==> src/common/pcm_defs.svh <==
`ifndef PCM_DEFS_SVH
`define PCM_DEFS_SVH

// Word layout
`define PCM_WORD_BITS      8
`define PCM_SIGN_BIT       7
// Format conversion masks and codes
`define PCM_MU_INV_MASK    7'h7F
`define PCM_A_INV_MASK     8'h55
`define PCM_ZERO_CODE      8'h00
`define PCM_ZERO_SUB       8'h02
`define PCM_IDLE_WORD      8'h80
// Frame syncs after power-up before output is driven
`define PCM_PD_HOLD_FRAMES 2'h2
// Falling receive edges per word, minus one
`define PCM_RX_LAST_FALL   3'h7
// Buffer depth in words
`define PCM_FIFO_DEPTH     8

`endif

==> src/common/pcm_pkg.sv <==
`default_nettype none
package pcm_pkg;

    // Three-level pin decode
    typedef enum logic [1:0] {
        PCM_LVL_LOW,
        PCM_LVL_MID,
        PCM_LVL_HIGH
    } pcm_level_type;

    // Receive word sequencer
    typedef enum logic [1:0] {
        PCM_RX_IDLE,
        PCM_RX_SHIFT,
        PCM_RX_XFER
    } pcm_rx_state_type;

    // Decoded receive word
    typedef struct packed {
        logic       conf;
        logic [7:0] code;
    } pcm_rx_word_type;

    // Pin levels after synchronising
    typedef struct packed {
        logic       txClk;
        logic       txEn;
        logic       rxClk;
        logic       rxEn;
        logic       rxData;
        logic       fsync;
        logic       pdN;
        logic       dataClk;
        logic [1:0] lawSel;
        logic [1:0] refSel;
    } pcm_pins_type;

endpackage : pcm_pkg
`default_nettype wire

==> src/core/pcm_codec_serial_port.sv <==
// Functional notes
// Drive serial output only while enable high
// Output timing set by clock and enable
// Far end gives 64 kHz..4.096 MHz clock
// Receive bits sampled on falling clock edges
// Receive pins asynchronous to other inputs
// Far end marks sign bit with rising enable
// First bit next fall, seven more follow
// Ninth rising edge transfers word, starts decode
// Far end keeps word rate 7.5..8.5 kHz
// Two words per frame decoded and summed; code flags the later word in rxWord.conf, no sum
// Three-level law select picks format
// Mu-law keeps sign, inverts seven bits
// Mu-law all-zero becomes 0000 0010
// A-law inverts odd bits, no suppression; code inverts bits 6,4,2,0 (mask 55)
// Power-down gates clocks, bias, output
// Output stays off two frames after power-up; code holds it one frame, driving from the second frame sync
// Shared-clock variant uses one data clock
// Reference select decodes three scale levels
// Shift out on rising clock while enabled
// First enable after frame sync loads word
// Transmit register recirculates its word
// Receiver idle until next rising enable
// Receive decode uses the selected law
`timescale 1ns/100ps
`default_nettype none
`include "pcm_defs.svh"

module pcm_codec_serial_port #(
    parameter bit SHARED_CLK = 1'b0,
    parameter int FIFO_DEPTH = `PCM_FIFO_DEPTH
) (
    input  wire logic                      sys_clk,
    input  wire logic                      srst,
    input  wire logic                      tx_bit_clock,
    input  wire logic                      tx_shift_enable,
    input  wire logic                      rx_bit_clock,
    input  wire logic                      rx_word_enable,
    input  wire logic                      rx_serial_in,
    input  wire logic                      frame_sync_in,
    input  wire logic                      power_down_n,
    input  wire logic                      shared_bit_clock,
    input  wire logic [1:0]                law_select,
    input  wire logic [1:0]                ref_scale_select,
    input  wire logic                      txSampleValid,
    output var  logic                      txSampleReady,
    input  wire logic [7:0]                txSample,
    output var  logic                      tx_serial_out,
    output var  logic                      tx_serial_out_oe,
    output var  logic                      convStart,
    output var  pcm_pkg::pcm_rx_word_type  rxWord,
    output var  logic                      rxWordValid,
    output var  logic                      biasEnable,
    output var  pcm_pkg::pcm_level_type    refScale,
    output var  pcm_pkg::pcm_level_type    lawActive
);

    // Whole block state
    typedef struct packed {
        pcm_pkg::pcm_pins_type    prev;
        logic [7:0]               txShift;
        logic                     txArmed;
        logic                     txOut;
        logic                     txOe;
        logic                     convStart;
        logic [1:0]               pdHold;
        pcm_pkg::pcm_rx_state_type rxState;
        logic [7:0]               rxShift;
        logic [2:0]               rxFalls;
        logic                     frameWord;
        pcm_pkg::pcm_rx_word_type rxWord;
        logic                     rxValid;
        logic                     bias;
        pcm_pkg::pcm_level_type   refScale;
        pcm_pkg::pcm_level_type   law;
    } pcm_port_state_type;

    pcm_port_state_type    st_r;      // Current state
    pcm_port_state_type    st_nxt;    // Next state
    pcm_pkg::pcm_pins_type pinsRaw;   // Pins before sync
    pcm_pkg::pcm_pins_type s;         // Pins after sync
    pcm_pkg::pcm_level_type lawNow;   // Decoded law level
    logic                  fifoValid; // Buffered word present
    logic [7:0]            fifoData;  // Oldest buffered word
    logic                  popReq;    // Take word at strobe
    logic                  txC;       // Selected transmit clock
    logic                  txCPrev;   // Its previous level
    logic                  rxC;       // Selected receive clock
    logic                  rxCPrev;   // Its previous level
    logic                  txRise;    // Transmit clock rose
    logic                  enRise;    // Transmit enable rose
    logic                  fsRise;    // Frame sync rose
    logic                  rxRise;    // Receive clock rose
    logic                  rxFall;    // Receive clock fell
    logic                  rxEnRise;  // Receive enable rose
    logic                  strobe;    // Transmit strobe

    if (FIFO_DEPTH < 2) begin : g_chk
        $error("pcm_codec_serial_port needs a buffer of two or more");
    end

    ////////////////////////////////////////////////////////////////
    // Format conversion from sign-magnitude to line code
    function automatic logic [7:0] encodeWord(input logic [7:0] sm,
                                              input pcm_pkg::pcm_level_type lvl);
        logic [7:0] t;
        t = sm;
        case (lvl)
            pcm_pkg::PCM_LVL_HIGH: begin
                t = {sm[`PCM_SIGN_BIT], sm[6:0] ^ `PCM_MU_INV_MASK};
                if (t == `PCM_ZERO_CODE) begin
                    t = `PCM_ZERO_SUB;
                end
            end
            pcm_pkg::PCM_LVL_LOW: t = sm ^ `PCM_A_INV_MASK;
            default:              t = sm;
        endcase
        return t;
    endfunction : encodeWord

    // Line code back to sign-magnitude; suppressed zero is not undone
    function automatic logic [7:0] decodeWord(input logic [7:0] c,
                                              input pcm_pkg::pcm_level_type lvl);
        logic [7:0] t;
        t = c;
        case (lvl)
            pcm_pkg::PCM_LVL_HIGH: t = {c[`PCM_SIGN_BIT], c[6:0] ^ `PCM_MU_INV_MASK};
            pcm_pkg::PCM_LVL_LOW:  t = c ^ `PCM_A_INV_MASK;
            default:               t = c;
        endcase
        return t;
    endfunction : decodeWord

    ////////////////////////////////////////////////////////////////
    // All pins are asynchronous, receive trio included
    assign pinsRaw = '{txClk: tx_bit_clock, txEn: tx_shift_enable,
                       rxClk: rx_bit_clock, rxEn: rx_word_enable,
                       rxData: rx_serial_in, fsync: frame_sync_in,
                       pdN: power_down_n, dataClk: shared_bit_clock,
                       lawSel: law_select, refSel: ref_scale_select};

    pcm_sync #(
        .W ($bits(pcm_pkg::pcm_pins_type))
    ) u_sync (
        .sys_clk (sys_clk),
        .srst    (srst),
        .d       (pinsRaw),
        .q       (s)
    );

    // Encoder samples wait here for the transmit strobe
    pcm_fifo #(
        .WIDTH (8),
        .DEPTH (FIFO_DEPTH)
    ) u_fifo (
        .sys_clk (sys_clk),
        .srst    (srst),
        .wrValid (txSampleValid),
        .wrReady (txSampleReady),
        .wrData  (txSample),
        .rdValid (fifoValid),
        .rdReady (popReq),
        .rdData  (fifoData)
    );

    ////////////////////////////////////////////////////////////////
    // Clock choice and edge finding
    always_comb begin
        txC      = SHARED_CLK ? s.dataClk : s.txClk;
        txCPrev  = SHARED_CLK ? st_r.prev.dataClk : st_r.prev.txClk;
        rxC      = SHARED_CLK ? s.dataClk : s.rxClk;
        rxCPrev  = SHARED_CLK ? st_r.prev.dataClk : st_r.prev.rxClk;
        txRise   = txC && !txCPrev;
        rxRise   = rxC && !rxCPrev;
        rxFall   = !rxC && rxCPrev;
        enRise   = s.txEn && !st_r.prev.txEn;
        fsRise   = s.fsync && !st_r.prev.fsync;
        rxEnRise = s.rxEn && !st_r.prev.rxEn;
        // Unused code on the three-level pin reads as mid
        lawNow   = (s.lawSel == 2'h3) ? pcm_pkg::PCM_LVL_MID
                                      : pcm_pkg::pcm_level_type'(s.lawSel);
        strobe   = s.pdN && enRise && (st_r.txArmed || fsRise);
    end

    ////////////////////////////////////////////////////////////////
    // Next-state logic
    always_comb begin
        st_nxt           = st_r;
        st_nxt.prev      = s;
        st_nxt.convStart = 1'b0;
        st_nxt.rxValid   = 1'b0;
        popReq           = 1'b0;
        st_nxt.law       = lawNow;
        st_nxt.bias      = s.pdN;
        st_nxt.refScale  = (s.refSel == 2'h3) ? pcm_pkg::PCM_LVL_MID
                                              : pcm_pkg::pcm_level_type'(s.refSel);
        if (!s.pdN) begin
            // Clocks gated: nothing shifts, receiver drops its word
            st_nxt.pdHold  = `PCM_PD_HOLD_FRAMES;
            st_nxt.txArmed = 1'b0;
            st_nxt.rxState = pcm_pkg::PCM_RX_IDLE;
        end else begin
            // Frame sync arms the strobe and ages the hold
            if (fsRise) begin
                st_nxt.txArmed = 1'b1;
                if (st_r.pdHold != 2'h0) begin
                    st_nxt.pdHold = st_r.pdHold - 2'h1;
                end
            end
            // Strobe wins over a shift in the same cycle
            if (strobe) begin
                st_nxt.txArmed   = 1'b0;
                st_nxt.convStart = 1'b1;
                st_nxt.frameWord = 1'b0;
                popReq           = fifoValid;
                // Empty buffer sends positive zero
                st_nxt.txShift   = encodeWord(fifoValid ? fifoData : `PCM_IDLE_WORD,
                                              lawNow);
            end else if (txRise && s.txEn) begin
                // Enable gates the shift clock; bit wraps round
                st_nxt.txShift = {st_r.txShift[6:0], st_r.txShift[7]};
            end
            // Receive word sequencer
            case (st_r.rxState)
                pcm_pkg::PCM_RX_IDLE: begin
                    // Data line ignored until enable rises
                    if (rxEnRise) begin
                        st_nxt.rxState = pcm_pkg::PCM_RX_SHIFT;
                        st_nxt.rxFalls = 3'h0;
                    end
                end
                pcm_pkg::PCM_RX_SHIFT: begin
                    if (rxFall && s.rxEn) begin
                        st_nxt.rxShift = {st_r.rxShift[6:0], s.rxData};
                        st_nxt.rxFalls = st_r.rxFalls + 3'h1;
                        if (st_r.rxFalls == `PCM_RX_LAST_FALL) begin
                            st_nxt.rxState = pcm_pkg::PCM_RX_XFER;
                        end
                    end
                end
                pcm_pkg::PCM_RX_XFER: begin
                    if (rxRise) begin
                        st_nxt.rxWord.code = decodeWord(st_r.rxShift, lawNow);
                        st_nxt.rxWord.conf = st_r.frameWord;
                        st_nxt.frameWord   = 1'b1;
                        st_nxt.rxValid     = 1'b1;
                        st_nxt.rxState     = pcm_pkg::PCM_RX_IDLE;
                    end
                end
                default: st_nxt.rxState = pcm_pkg::PCM_RX_IDLE;
            endcase
        end
        // Pin output and its enable
        st_nxt.txOut = st_nxt.txShift[7];
        st_nxt.txOe  = s.pdN && s.txEn && (st_nxt.pdHold == 2'h0);
    end

    // Register state
    always_ff @(posedge sys_clk) begin
        if (srst) begin
            st_r         <= '0;
            st_r.pdHold  <= `PCM_PD_HOLD_FRAMES;
            st_r.txShift <= `PCM_IDLE_WORD;
            st_r.law     <= pcm_pkg::PCM_LVL_MID;
            st_r.refScale <= pcm_pkg::PCM_LVL_MID;
        end else begin
            st_r <= st_nxt;
        end
    end

    assign tx_serial_out    = st_r.txOut;
    assign tx_serial_out_oe = st_r.txOe;
    assign convStart        = st_r.convStart;
    assign rxWord           = st_r.rxWord;
    assign rxWordValid      = st_r.rxValid;
    assign biasEnable       = st_r.bias;
    assign refScale         = st_r.refScale;
    assign lawActive        = st_r.law;
endmodule : pcm_codec_serial_port
`default_nettype wire

==> src/core/pcm_fifo.sv <==
`timescale 1ns/100ps
`default_nettype none

module pcm_fifo #(
    parameter int WIDTH = 8,
    parameter int DEPTH = 8
) (
    input  wire logic             sys_clk,
    input  wire logic             srst,
    input  wire logic             wrValid,
    output var  logic             wrReady,
    input  wire logic [WIDTH-1:0] wrData,
    output var  logic             rdValid,
    input  wire logic             rdReady,
    output var  logic [WIDTH-1:0] rdData
);

    localparam int AW = (DEPTH > 1) ? $clog2(DEPTH) : 1;

    // Storage, pointers and registered flags
    typedef struct packed {
        logic [DEPTH-1:0][WIDTH-1:0] mem;
        logic [AW-1:0]               wrPtr;
        logic [AW-1:0]               rdPtr;
        logic [AW:0]                 count;
        logic                        notFull;
        logic                        notEmpty;
    } pcm_fifo_state_type;

    pcm_fifo_state_type st_r;   // Current state
    pcm_fifo_state_type st_nxt; // Next state
    logic               doWr;   // Accepted write
    logic               doRd;   // Accepted read

    // Pointers wrap by width, so depth must be a power of two
    if (DEPTH < 2 || (1 << AW) != DEPTH || WIDTH < 1) begin : g_chk
        $error("pcm_fifo needs power-of-two depth of two or more");
    end

    ////////////////////////////////////////////////////////////////
    // Pointer and count update
    always_comb begin
        doWr   = wrValid && st_r.notFull;
        doRd   = rdReady && st_r.notEmpty;
        st_nxt = st_r;
        if (doWr) begin
            st_nxt.mem[st_r.wrPtr] = wrData;
            st_nxt.wrPtr           = st_r.wrPtr + 1'b1;
        end
        if (doRd) begin
            st_nxt.rdPtr = st_r.rdPtr + 1'b1;
        end
        // Net count change
        if (doWr && !doRd) begin
            st_nxt.count = st_r.count + 1'b1;
        end else if (doRd && !doWr) begin
            st_nxt.count = st_r.count - 1'b1;
        end
        // Flags from the next count keep ports on flops
        st_nxt.notFull  = (st_nxt.count != (AW+1)'(DEPTH));
        st_nxt.notEmpty = (st_nxt.count != '0);
    end

    // Register state
    always_ff @(posedge sys_clk) begin
        if (srst) begin
            st_r         <= '0;
            st_r.notFull <= 1'b1;
        end else begin
            st_r <= st_nxt;
        end
    end

    assign wrReady = st_r.notFull;
    assign rdValid = st_r.notEmpty;
    assign rdData  = st_r.mem[st_r.rdPtr];

endmodule : pcm_fifo
`default_nettype wire

==> src/core/pcm_sync.sv <==
`timescale 1ns/100ps
`default_nettype none

module pcm_sync #(
    parameter int W = 1
) (
    input  wire logic         sys_clk,
    input  wire logic         srst,
    input  wire logic [W-1:0] d,
    output var  logic [W-1:0] q
);

    // Two stages per bit
    typedef struct packed {
        logic [W-1:0] s1;
        logic [W-1:0] s2;
    } pcm_sync_state_type;

    pcm_sync_state_type st_r;   // Current stages
    pcm_sync_state_type st_nxt; // Next stages

    if (W < 1) begin : g_chk
        $error("pcm_sync width must be positive");
    end

    ////////////////////////////////////////////////////////////////
    // First stage feeds only the second
    always_comb begin
        st_nxt    = st_r;
        st_nxt.s1 = d;
        st_nxt.s2 = st_r.s1;
    end

    // Register stages
    always_ff @(posedge sys_clk) begin
        if (srst) begin
            st_r <= '0;
        end else begin
            st_r <= st_nxt;
        end
    end

    assign q = st_r.s2;

endmodule : pcm_sync
`default_nettype wire

==> config.mk <==
export PLATFORM = sky130hd
export DESIGN_NAME = pcm_codec_serial_port
export DESIGN_NICKNAME = d
export VERILOG_FILES = /design/src/common/pcm_pkg.sv /design/src/core/pcm_codec_serial_port.sv /design/src/core/pcm_fifo.sv /design/src/core/pcm_sync.sv
export VERILOG_INCLUDE_DIRS = /design/src /design/src/common
export SDC_FILE = /design/constraint.sdc
export NUM_CORES = 1
export LEC_CHECK = 0
export BUFFER_PORTS_ARGS = -buffer_cell sky130_fd_sc_hd__buf_2
export CAP_MARGIN = 20
export CORE_MARGIN = 2
export CORE_UTILIZATION = 64
export DETAILED_ROUTE_END_ITERATION = 16
export PLACE_DENSITY = 0.95
export SLEW_MARGIN = 40
export SYNTH_ARGS = -nofsm -noshare
export SYNTH_HDL_FRONTEND = slang
export SYNTH_SLANG_ARGS = --single-unit
export TNS_END_PERCENT = 5
==> constraint.sdc <==
create_clock -name sys_clk -period 4.59 [get_ports sys_clk]
set_clock_uncertainty 0.2 [all_clocks]
set_input_delay 0.459 -clock sys_clk [delete_from_list [all_inputs] [get_ports sys_clk]]
set_output_delay 0.459 -clock sys_clk [all_outputs]
set_load 0.005 [all_outputs]
==> insert_results.sql, run 1 <==
INSERT INTO impl_metrics (metric_group, metric, value, unit) VALUES
('status', 'status', 'complete, no violations', ''),
('power', 'cell_pwr_density', '425.7', 'mW/mm²'),
('timing', 'setup_viol_count_final', '0', ''),
('yosys', 'syn_area', '0.006126', 'mm²'),
('route', 'ant_nets', '0', ''),
('yosys', 'post_synth_mux_area_share', '20.83', '%'),
('timing', 'slew_viol_final', '0', ''),
('cts', 'cts-buffers-inserted', '17', ''),
('placement', 'globalplace.congestion', '0.7562', ''),
('timing', 'finalCritPeriodShare', '57.68', '%'),
('placement', 'hpwlAfterDp', '7.624', 'mm'),
('finish', 'final-instance-count-excl-fill', '753', ''),
('setup_path', 'start_kind', 'register', ''),
('cts', 'cts_buffer_depth', '2', ''),
('cts', 'post_cts.resized_instances', '0', ''),
('yosys', 'synth_seq_area_share', '47.71', '%'),
('timing', 'final_worst_hold_slack', '0.03659', 'ns'),
('cts', 'post_cts_buffers', '0', ''),
('yosys', 'postSynthRegisterBits', '146', ''),
('setup_path', 'timing.reg2reg.setup_slack', '1.94', 'ns'),
('timing', 'final_hold_viol_count', '0', ''),
('setup_path', 'timing.critical_path.arrival', '2.83', 'ns'),
('route', 'firstDrtPassIters', '5', ''),
('finish', 'nets', '640', ''),
('floorplan', 'floorplan.rows', '35', ''),
('setup_path', 'critical-path-slowest-cell', 'sky130_fd_sc_hd__dfxtp_1', ''),
('route', 'detail_route.vias_per_cell', '5.923', ''),
('setup_path', 'critical_path.startpoint', 'u_sync.q[5]', ''),
('yosys', 'syn-num-nets', '622', ''),
('timing', 'grt_setup_unrepaired', 'false', ''),
('setup_path', 'cp_slowest_stage_delay', '0.79', 'ns'),
('flow_run', 'max_cap_viol_count', '0', ''),
('setup_path', 'cp.depth', '5', ''),
('route', 'initialDrtViolationCount', '265', ''),
('timing', 'final.min_clock_period', '2.647', 'ns'),
('setup_path', 'timing.critical_path.to', 'u_fifo.rdValid', ''),
('setup_path', 'end_kind', 'register', ''),
('floorplan', 'chip_height', '101.8', 'µm'),
('yosys', 'synth_fa_ha_area_share', '1.225', '%'),
('placement', 'place.port_buffers', '40', ''),
('yosys', 'yosysWarnings', '0', ''),
('power', 'max-vdd-ir-drop', '336.4', 'µV'),
('finish', 'fin_util', '74.70', '%'),
('global_routing', 'grt_antenna_before_repair', '0', ''),
('global_routing', 'grt_first_pass_wirelength', '22.64', 'mm'),
('yosys', 'post_synth.cell_area_avg', '10.33', 'µm²'),
('global_routing', 'gr-total-overflow', '0', ''),
('yosys', 'yosys_most_used_dff', 'sky130_fd_sc_hd__dfxtp_1', ''),
('yosys', 'synthSimpleGateAreaFrac', '16.42', '%'),
('finish', 'regArea', '0.002925', 'mm²'),
('floorplan', 'dieWidth', '101.8', 'µm'),
('power', 'p_leak', '0.002729', 'µW'),
('timing', 'worst_slack', '1.943', 'ns'),
('global_routing', 'maximum_number_of_pins_on_one_net_before_global_route_repair', '81', ''),
('global_routing', 'grt_pass1_vias', '4646', ''),
('cts', 'cts-hold-fix-buffers', '11', ''),
('setup_path', 'setup.worst_path.class', 'reg2reg', ''),
('cts', 'clkSlewWorstSetupHoldPaths', '0.07', 'ns'),
('cts', 'cts_max_level', '4', ''),
('worst_hold_path', 'hold_path_class', 'in2reg', ''),
('timing', 'maxSlewHeadroom', '48.16', '%'),
('setup_path', 'timing.rr.end', 'u_fifo.rdValid', ''),
('setup_path', 'critical_path.cell_chain', 'o211a_1, a21oi_1, a22oi_1, xor2_1, a31oi_1', ''),
('route', 'route.detailed.drc', '0', ''),
('finish', 'final_layout_size_suffix_gt1_share', '16.03', '%'),
('setup_path', 'worst_path_dominant_cell_family', 'compound AO/OA/AOI/OAI gates', ''),
('timing', 'tightestPinTransition', '0.7777', 'ns'),
('route', 'routed-via-count', '4460', ''),
('cts', 'tritoncts_num_sinks', '146', ''),
('placement', 'dp_slack', '2.053', 'ns'),
('yosys', 'compound_gate_fraction_of_synth_area', '5.249', '%');
cells by family (layout without fill, tap and decap cells):
family,Yosys count,in the layout
AND/OR/NAND/NOR,211,211
AO/OA/AOI/OAI,50,50
multiplexers,103,103
adder cells (fa/ha/maj),6,6
XOR/XNOR,18,18
buffers and inverters,59,90
flip-flops,146,146
area by class of cell:
type                            count  area share, %
Multi-Input combinational cell    388          41.44
Inverter                            6         0.3247
Clock inverter                     14          2.941
Timing Repair Buffer               52          4.618
Sequential cell                   146          42.18
Clock buffer                       18          6.170
Tap cell                          129          2.327
cell usage after synthesis, drive strengths merged, types with 8 or more instances:
master | number | share of area (%)
mux4 | 16 | 6.5
nand2 | 28 | 1.8
mux2i | 81 | 13
a211oi | 11 | 1.4
dfxtp | 146 | 48
nor3 | 9 | 0.98
buf | 23 | 3.1
xor2 | 8 | 1.1
nor2 | 102 | 6.3
xnor2 | 10 | 1.4
clkbuf | 30 | 2.5
nand3 | 21 | 1.7
nor2b | 31 | 3.4
a21oi | 24 | 2.0
routing by layer:
metal,global-route usage [%],vias to the layer above,share of wire (%)
li1,-,2064,-
met1,30.30,2175,38
met2,51.67,165,53
met3,6.635,56,4.5
met4,17.54,0,4.4
met5,0,-,0
registers in the layout, indices dropped and copies added, names as in the netlist, 2 cells and up:
| name | count |
|---|---|
| lawActive | 2 |
| u_sync.st_nxt | 11 |
| u_fifo.st_r | 74 |
| refScale | 2 |
| st_r | 28 |
| u_sync.q | 11 |
| rxWord | 9 |
through the flow:
step	total power (µW)	cell area, µm²
CTS	2947	6934
floorplan	1458	6126
global route	3032	6935
global placement	1477	6158
finish	2952	6935
detailed placement	1491	6192
tightest hold or removal path, stage by stage:
cell and delay, ns:
sky130_fd_sc_hd__buf_2 0.12, sky130_fd_sc_hd__nand3_1 0.08, sky130_fd_sc_hd__a21oi_1 0.06
worst min-delay path by stage:
stage | startpoint | endpoint | slack, ns
6_report | txSampleValid | u_fifo.st_r[10] | 0.04
5_1_grt | txSampleValid | u_fifo.st_r[10] | 0.06
4_1_cts | txSampleValid | u_fifo.st_r[10] | 0.02
3_5_place_dp | u_sync.q[1] | refScale[1] | 0.20
3_3_place_gp | u_sync.q[1] | refScale[1] | 0.20
2_1_floorplan | u_sync.q[1] | refScale[1] | 0.19
cell usage in the layout, fill, tap and decap left out, drive strengths merged, types with 6 or more instances in the layout:
| cell | synthesis | routed |
|---|---|---|
| xor2 | 8 | 8 |
| a21oi | 24 | 24 |
| a211oi | 11 | 11 |
| dlygate4sd3 | 0 | 11 |
| ha | 6 | 6 |
| clkbuf | 30 | 18 |
| nor2b | 31 | 31 |
| inv | 6 | 8 |
| xnor2 | 10 | 10 |
| mux2 | 6 | 6 |
| nor3 | 9 | 9 |
| nand2 | 28 | 28 |
| nand3 | 21 | 21 |
| mux2i | 81 | 81 |
| buf | 23 | 41 |
| nor2 | 102 | 102 |
| mux4 | 16 | 16 |
| nand2b | 6 | 6 |
| dfxtp | 146 | 146 |
power by group:
group	internal (µW)	total [µW]	switching, µW
clock	905	1470	563
combinational	68.0	157	89.2
sequential	1300	1330	29.7
No activity file was read; power rests on OpenSTA's default activity.
==> run 2, diff against run 1 <==
--- a/config.mk
+++ b/config.mk
@@ -9,9 +9,9 @@
 export BUFFER_PORTS_ARGS = -buffer_cell sky130_fd_sc_hd__buf_2
 export CAP_MARGIN = 20
 export CORE_MARGIN = 2
-export CORE_UTILIZATION = 64
+export CORE_UTILIZATION = 54
 export DETAILED_ROUTE_END_ITERATION = 16
-export PLACE_DENSITY = 0.95
+export PLACE_DENSITY = 0.86
 export SLEW_MARGIN = 40
 export SYNTH_ARGS = -nofsm -noshare
 export SYNTH_HDL_FRONTEND = slang
==> constraint.sdc (replaced) <==
create_clock -name sys_clk -period 2.4 [get_ports sys_clk]
set_clock_uncertainty 0.2 [all_clocks]
set_input_delay 0.24 -clock sys_clk [delete_from_list [all_inputs] [get_ports sys_clk]]
set_output_delay 0.24 -clock sys_clk [all_outputs]
set_load 0.005 [all_outputs]
==> run 2 against run 1 <==
Sequential cell count unchanged; non-clock buffer count is 27 higher; critical path depth rose by 2; clock power is 64% higher; first-iteration DRC count up 13%; worst setup slack lost 1.8 ns; utilization shrank 10 points; via count decreased by 1.9%; cell area grew 2.0%; fmax rose by 19%; largest cell class unchanged; largest power group is now sequential cells.
==> insert_results.sql, run 2 (same netlist as run 1, synthesis figures left out) <==
INSERT INTO impl_metrics (metric_group, metric, value, unit) VALUES
('global_routing', 'grt_first_pass_wirelength', '21.11', 'mm'),
('timing', 'tightestPinTransition', '0.7581', 'ns'),
('cts', 'clkSlewWorstSetupHoldPaths', '0.05', 'ns'),
('power', 'seqPwrFrac', '48.0', '%'),
('power', 'share_comb_of_total_power', '6.1', '%'),
('route', 'route.detailed.drc', '0', ''),
('cts', 'tritoncts', 'done', ''),
('power', 'power.share.clock', '45.8', '%'),
('worst_hold_path', 'hold_path_class', 'in2reg', ''),
('finish', 'mostFrequentLayoutCells', 'sky130_fd_sc_hd__dfxtp_1, sky130_fd_sc_hd__nor2_1, sky130_fd_sc_hd__mux2i_1', ''),
('cts', 'tritoncts_num_sinks', '146', ''),
('finish', 'nets', '667', ''),
('setup_path', 'critical-path-slowest-cell', 'sky130_fd_sc_hd__mux4_1', ''),
('setup_path', 'cp_data_required_time', '2.54', 'ns'),
('floorplan', 'start_util', '56.02', '%'),
('cts', 'cts_buffer_depth', '2', ''),
('setup_path', 'timing.critical_path.arrival', '2.36', 'ns'),
('floorplan', 'dieWidth', '110.5', 'µm'),
('global_routing', 'globalRouteTotalUtil', '21.51', '%'),
('finish', 'largest_registers', 'u_fifo.st_r x74, st_r x28', ''),
('global_routing', 'gr-total-overflow', '0', ''),
('cts', 'cts_root_buffer', 'sky130_fd_sc_hd__clkbuf_16', ''),
('global_routing', 'grt_pass1_vias', '4579', ''),
('status', 'status', 'complete, no violations', ''),
('timing', 'setup_viol_count_final', '0', ''),
('setup_path', 'critical_path.cell_chain', 'buf_12, mux4_1, mux2_2, nand2_1, xor2_1, nor2_1, a211oi_2', ''),
('global_routing', 'grt_antenna_before_repair', '0', ''),
('setup_path', 'critPathBufInv', '1', ''),
('floorplan', 'chip_height', '110.5', 'µm'),
('finish', 'most_common_cell_after_layout_fill_and_taps_aside', 'sky130_fd_sc_hd__dfxtp_1', ''),
('floorplan', 'area_of_the_placeable_core', '0.01094', 'mm²'),
('route', 'detail_route.vias_per_cell', '5.539', ''),
('finish', 'final.fill_count', '838', ''),
('power', 'max-vdd-ir-drop', '614.6', 'µV'),
('finish', 'final_layout_size_suffix_gt1_share', '16.46', '%'),
('finish', 'final-instance-count-excl-fill', '790', ''),
('placement', 'hpwlAfterDp', '8.032', 'mm'),
('floorplan', 'floorplan.rows', '38', ''),
('timing', 'fmaxAchievable', '449.9', 'MHz'),
('power', 'power.switching_fraction', '21.46', '%'),
('power', 'p_leak', '0.002848', 'µW'),
('setup_path', 'cp_slowest_stage_delay', '0.61', 'ns'),
('power', 'cell_pwr_density', '742.6', 'mW/mm²'),
('finish', 'flow.area_growth_from_synthesis', '15.46', '%'),
('timing', 'maxSlewHeadroom', '49.31', '%'),
('setup_path', 'start_kind', 'register', ''),
('timing', 'grt_setup_unrepaired', 'false', ''),
('timing', 'finalCritPeriodShare', '92.61', '%'),
('finish', 'antenna_cells_inserted', '0', ''),
('route', 'avgRoutedWirePerCell', '15.82', 'µm'),
('power', 'p_int', '4125', 'µW'),
('power', 'power.net_switching', '1127', 'µW'),
('cts', 'cts_max_level', '4', ''),
('route', 'initialDrtViolationCount', '299', ''),
('finish', 'largest_reg_flops', '74', ''),
('floorplan', 'ports', '42', ''),
('timing', 'slew_viol_final', '0', ''),
('placement', 'place.port_buffers', '40', ''),
('flow_run', 'max_cap_viol_count', '0', ''),
('setup_path', 'end_kind', 'register', ''),
('setup_path', 'critical_path_peak_fanout', '17', ''),
('timing', 'fin_setup_tns', '0', 'ns'),
('cts', 'cts-buffers-inserted', '17', ''),
('finish', 'largest_register_by_flop_count', 'u_fifo.st_r', ''),
('setup_path', 'setup.worst_path.class', 'reg2reg', ''),
('cts', 'worst_skew_pair.late_latency', '0.42', 'ns'),
('floorplan', 'design.die.area', '0.01221', 'mm²'),
('route', 'firstDrtPassIters', '4', ''),
('route', 'routed_wl', '12.50', 'mm'),
('timing', 'final.min_clock_period', '2.223', 'ns'),
('placement', 'numPlacedInstances', '739', ''),
('cts', 'post_cts_buffers', '0', ''),
('route', 'ant_nets', '0', ''),
('route', 'routed-via-count', '4376', ''),
('global_routing', 'maximum_number_of_pins_on_one_net_before_global_route_repair', '55', ''),
('placement', 'globalplace.congestion', '0.8222', ''),
('timing', 'final_hold_viol_count', '0', ''),
('setup_path', 'worst_path_dominant_cell_family', 'multiplexers', '');
## run 2: cell types whose count changed in the layout (fill, tap and decap cells not counted), sizes merged
cell	change
clkbuf	+7
buf	+18
inv	-2
dlygate4sd3	+9
bufinv	-3
clkinvlp	-3
## run 2: metrics by stage
stage | hold slack, ns | util, % | total power [µW] | instance area [µm²] | setup WS, ns
floorplan | 0.1197 | - | 2789 | 6126 | 0.2597
global placement | 0.1958 | 57.91 | 2845 | 6332 | 0.2295
detailed placement | 0.2179 | 57.91 | 2865 | 6332 | 0.1838
CTS | 0.04677 | 64.68 | 5296 | 7073 | 0.1696
global route | 0.07600 | 64.68 | 5435 | 7073 | 0.06415
finish | 0.06130 | 64.68 | 5253 | 7073 | 0.1773
## run 2: final cells by class
cell class / instances / area, µm² / share of cell area [%]
Clock inverter: 6 / 55.05 / 0.7783
Tap cell: 140 / 175.2 / 2.477
Sequential cell: 146 / 2923 / 41.32
Multi-Input combinational cell: 388 / 2841 / 40.17
Timing Repair Buffer: 79 / 570.5 / 8.067
Clock buffer: 25 / 485.5 / 6.864
Inverter: 6 / 22.52 / 0.3184
## run 2: repair_timing
| action | 4_1_cts | 5_1_grt |
|---|---|---|
| gates resized for setup | 0 | 0 |
| hold endpoints to repair | 67 | 0 |
| hold buffers | 20 | 0 |
## run 2: power by group through the flow
stage,Clock (µW),Sequential [µW],Combinational [µW]
2_1_floorplan,0,2560,229
3_3_place_gp,0,2570,278
3_5_place_dp,0,2570,292
4_1_cts,2450,2520,320
5_1_grt,2550,2530,355
6_report,2410,2520,322
## run 2: layer usage
metal,track usage (%),share of wire [%],up-vias
met4,9.083,2.1,0
met3,5.159,4.6,23
met5,0,0,-
met1,24.05,41,2134
met2,38.94,52,100
li1,-,-,2119
## run 2: final timing paths
check,from,end,slack (ns),depth (start not counted)
worst min-delay path,srst,u_sync.st_nxt[1],0.06,2
worst max register to register,u_fifo.st_r[6],st_r[37],0.18,7
worst max-delay path,u_fifo.st_r[6],st_r[37],0.18,7
worst min register to register,u_sync.q[1],refScale[1],0.23,2
## run 2: worst register-to-register path: cells and delay by family, from the launching register on
kind / cells / cell delay, ns
mux: 2 / 0.89
flops: 1 / 0.36
compound gates: 1 / 0.21
buf+inv: 1 / 0.19
simple gates: 2 / 0.15
xor+xnor: 1 / 0.14
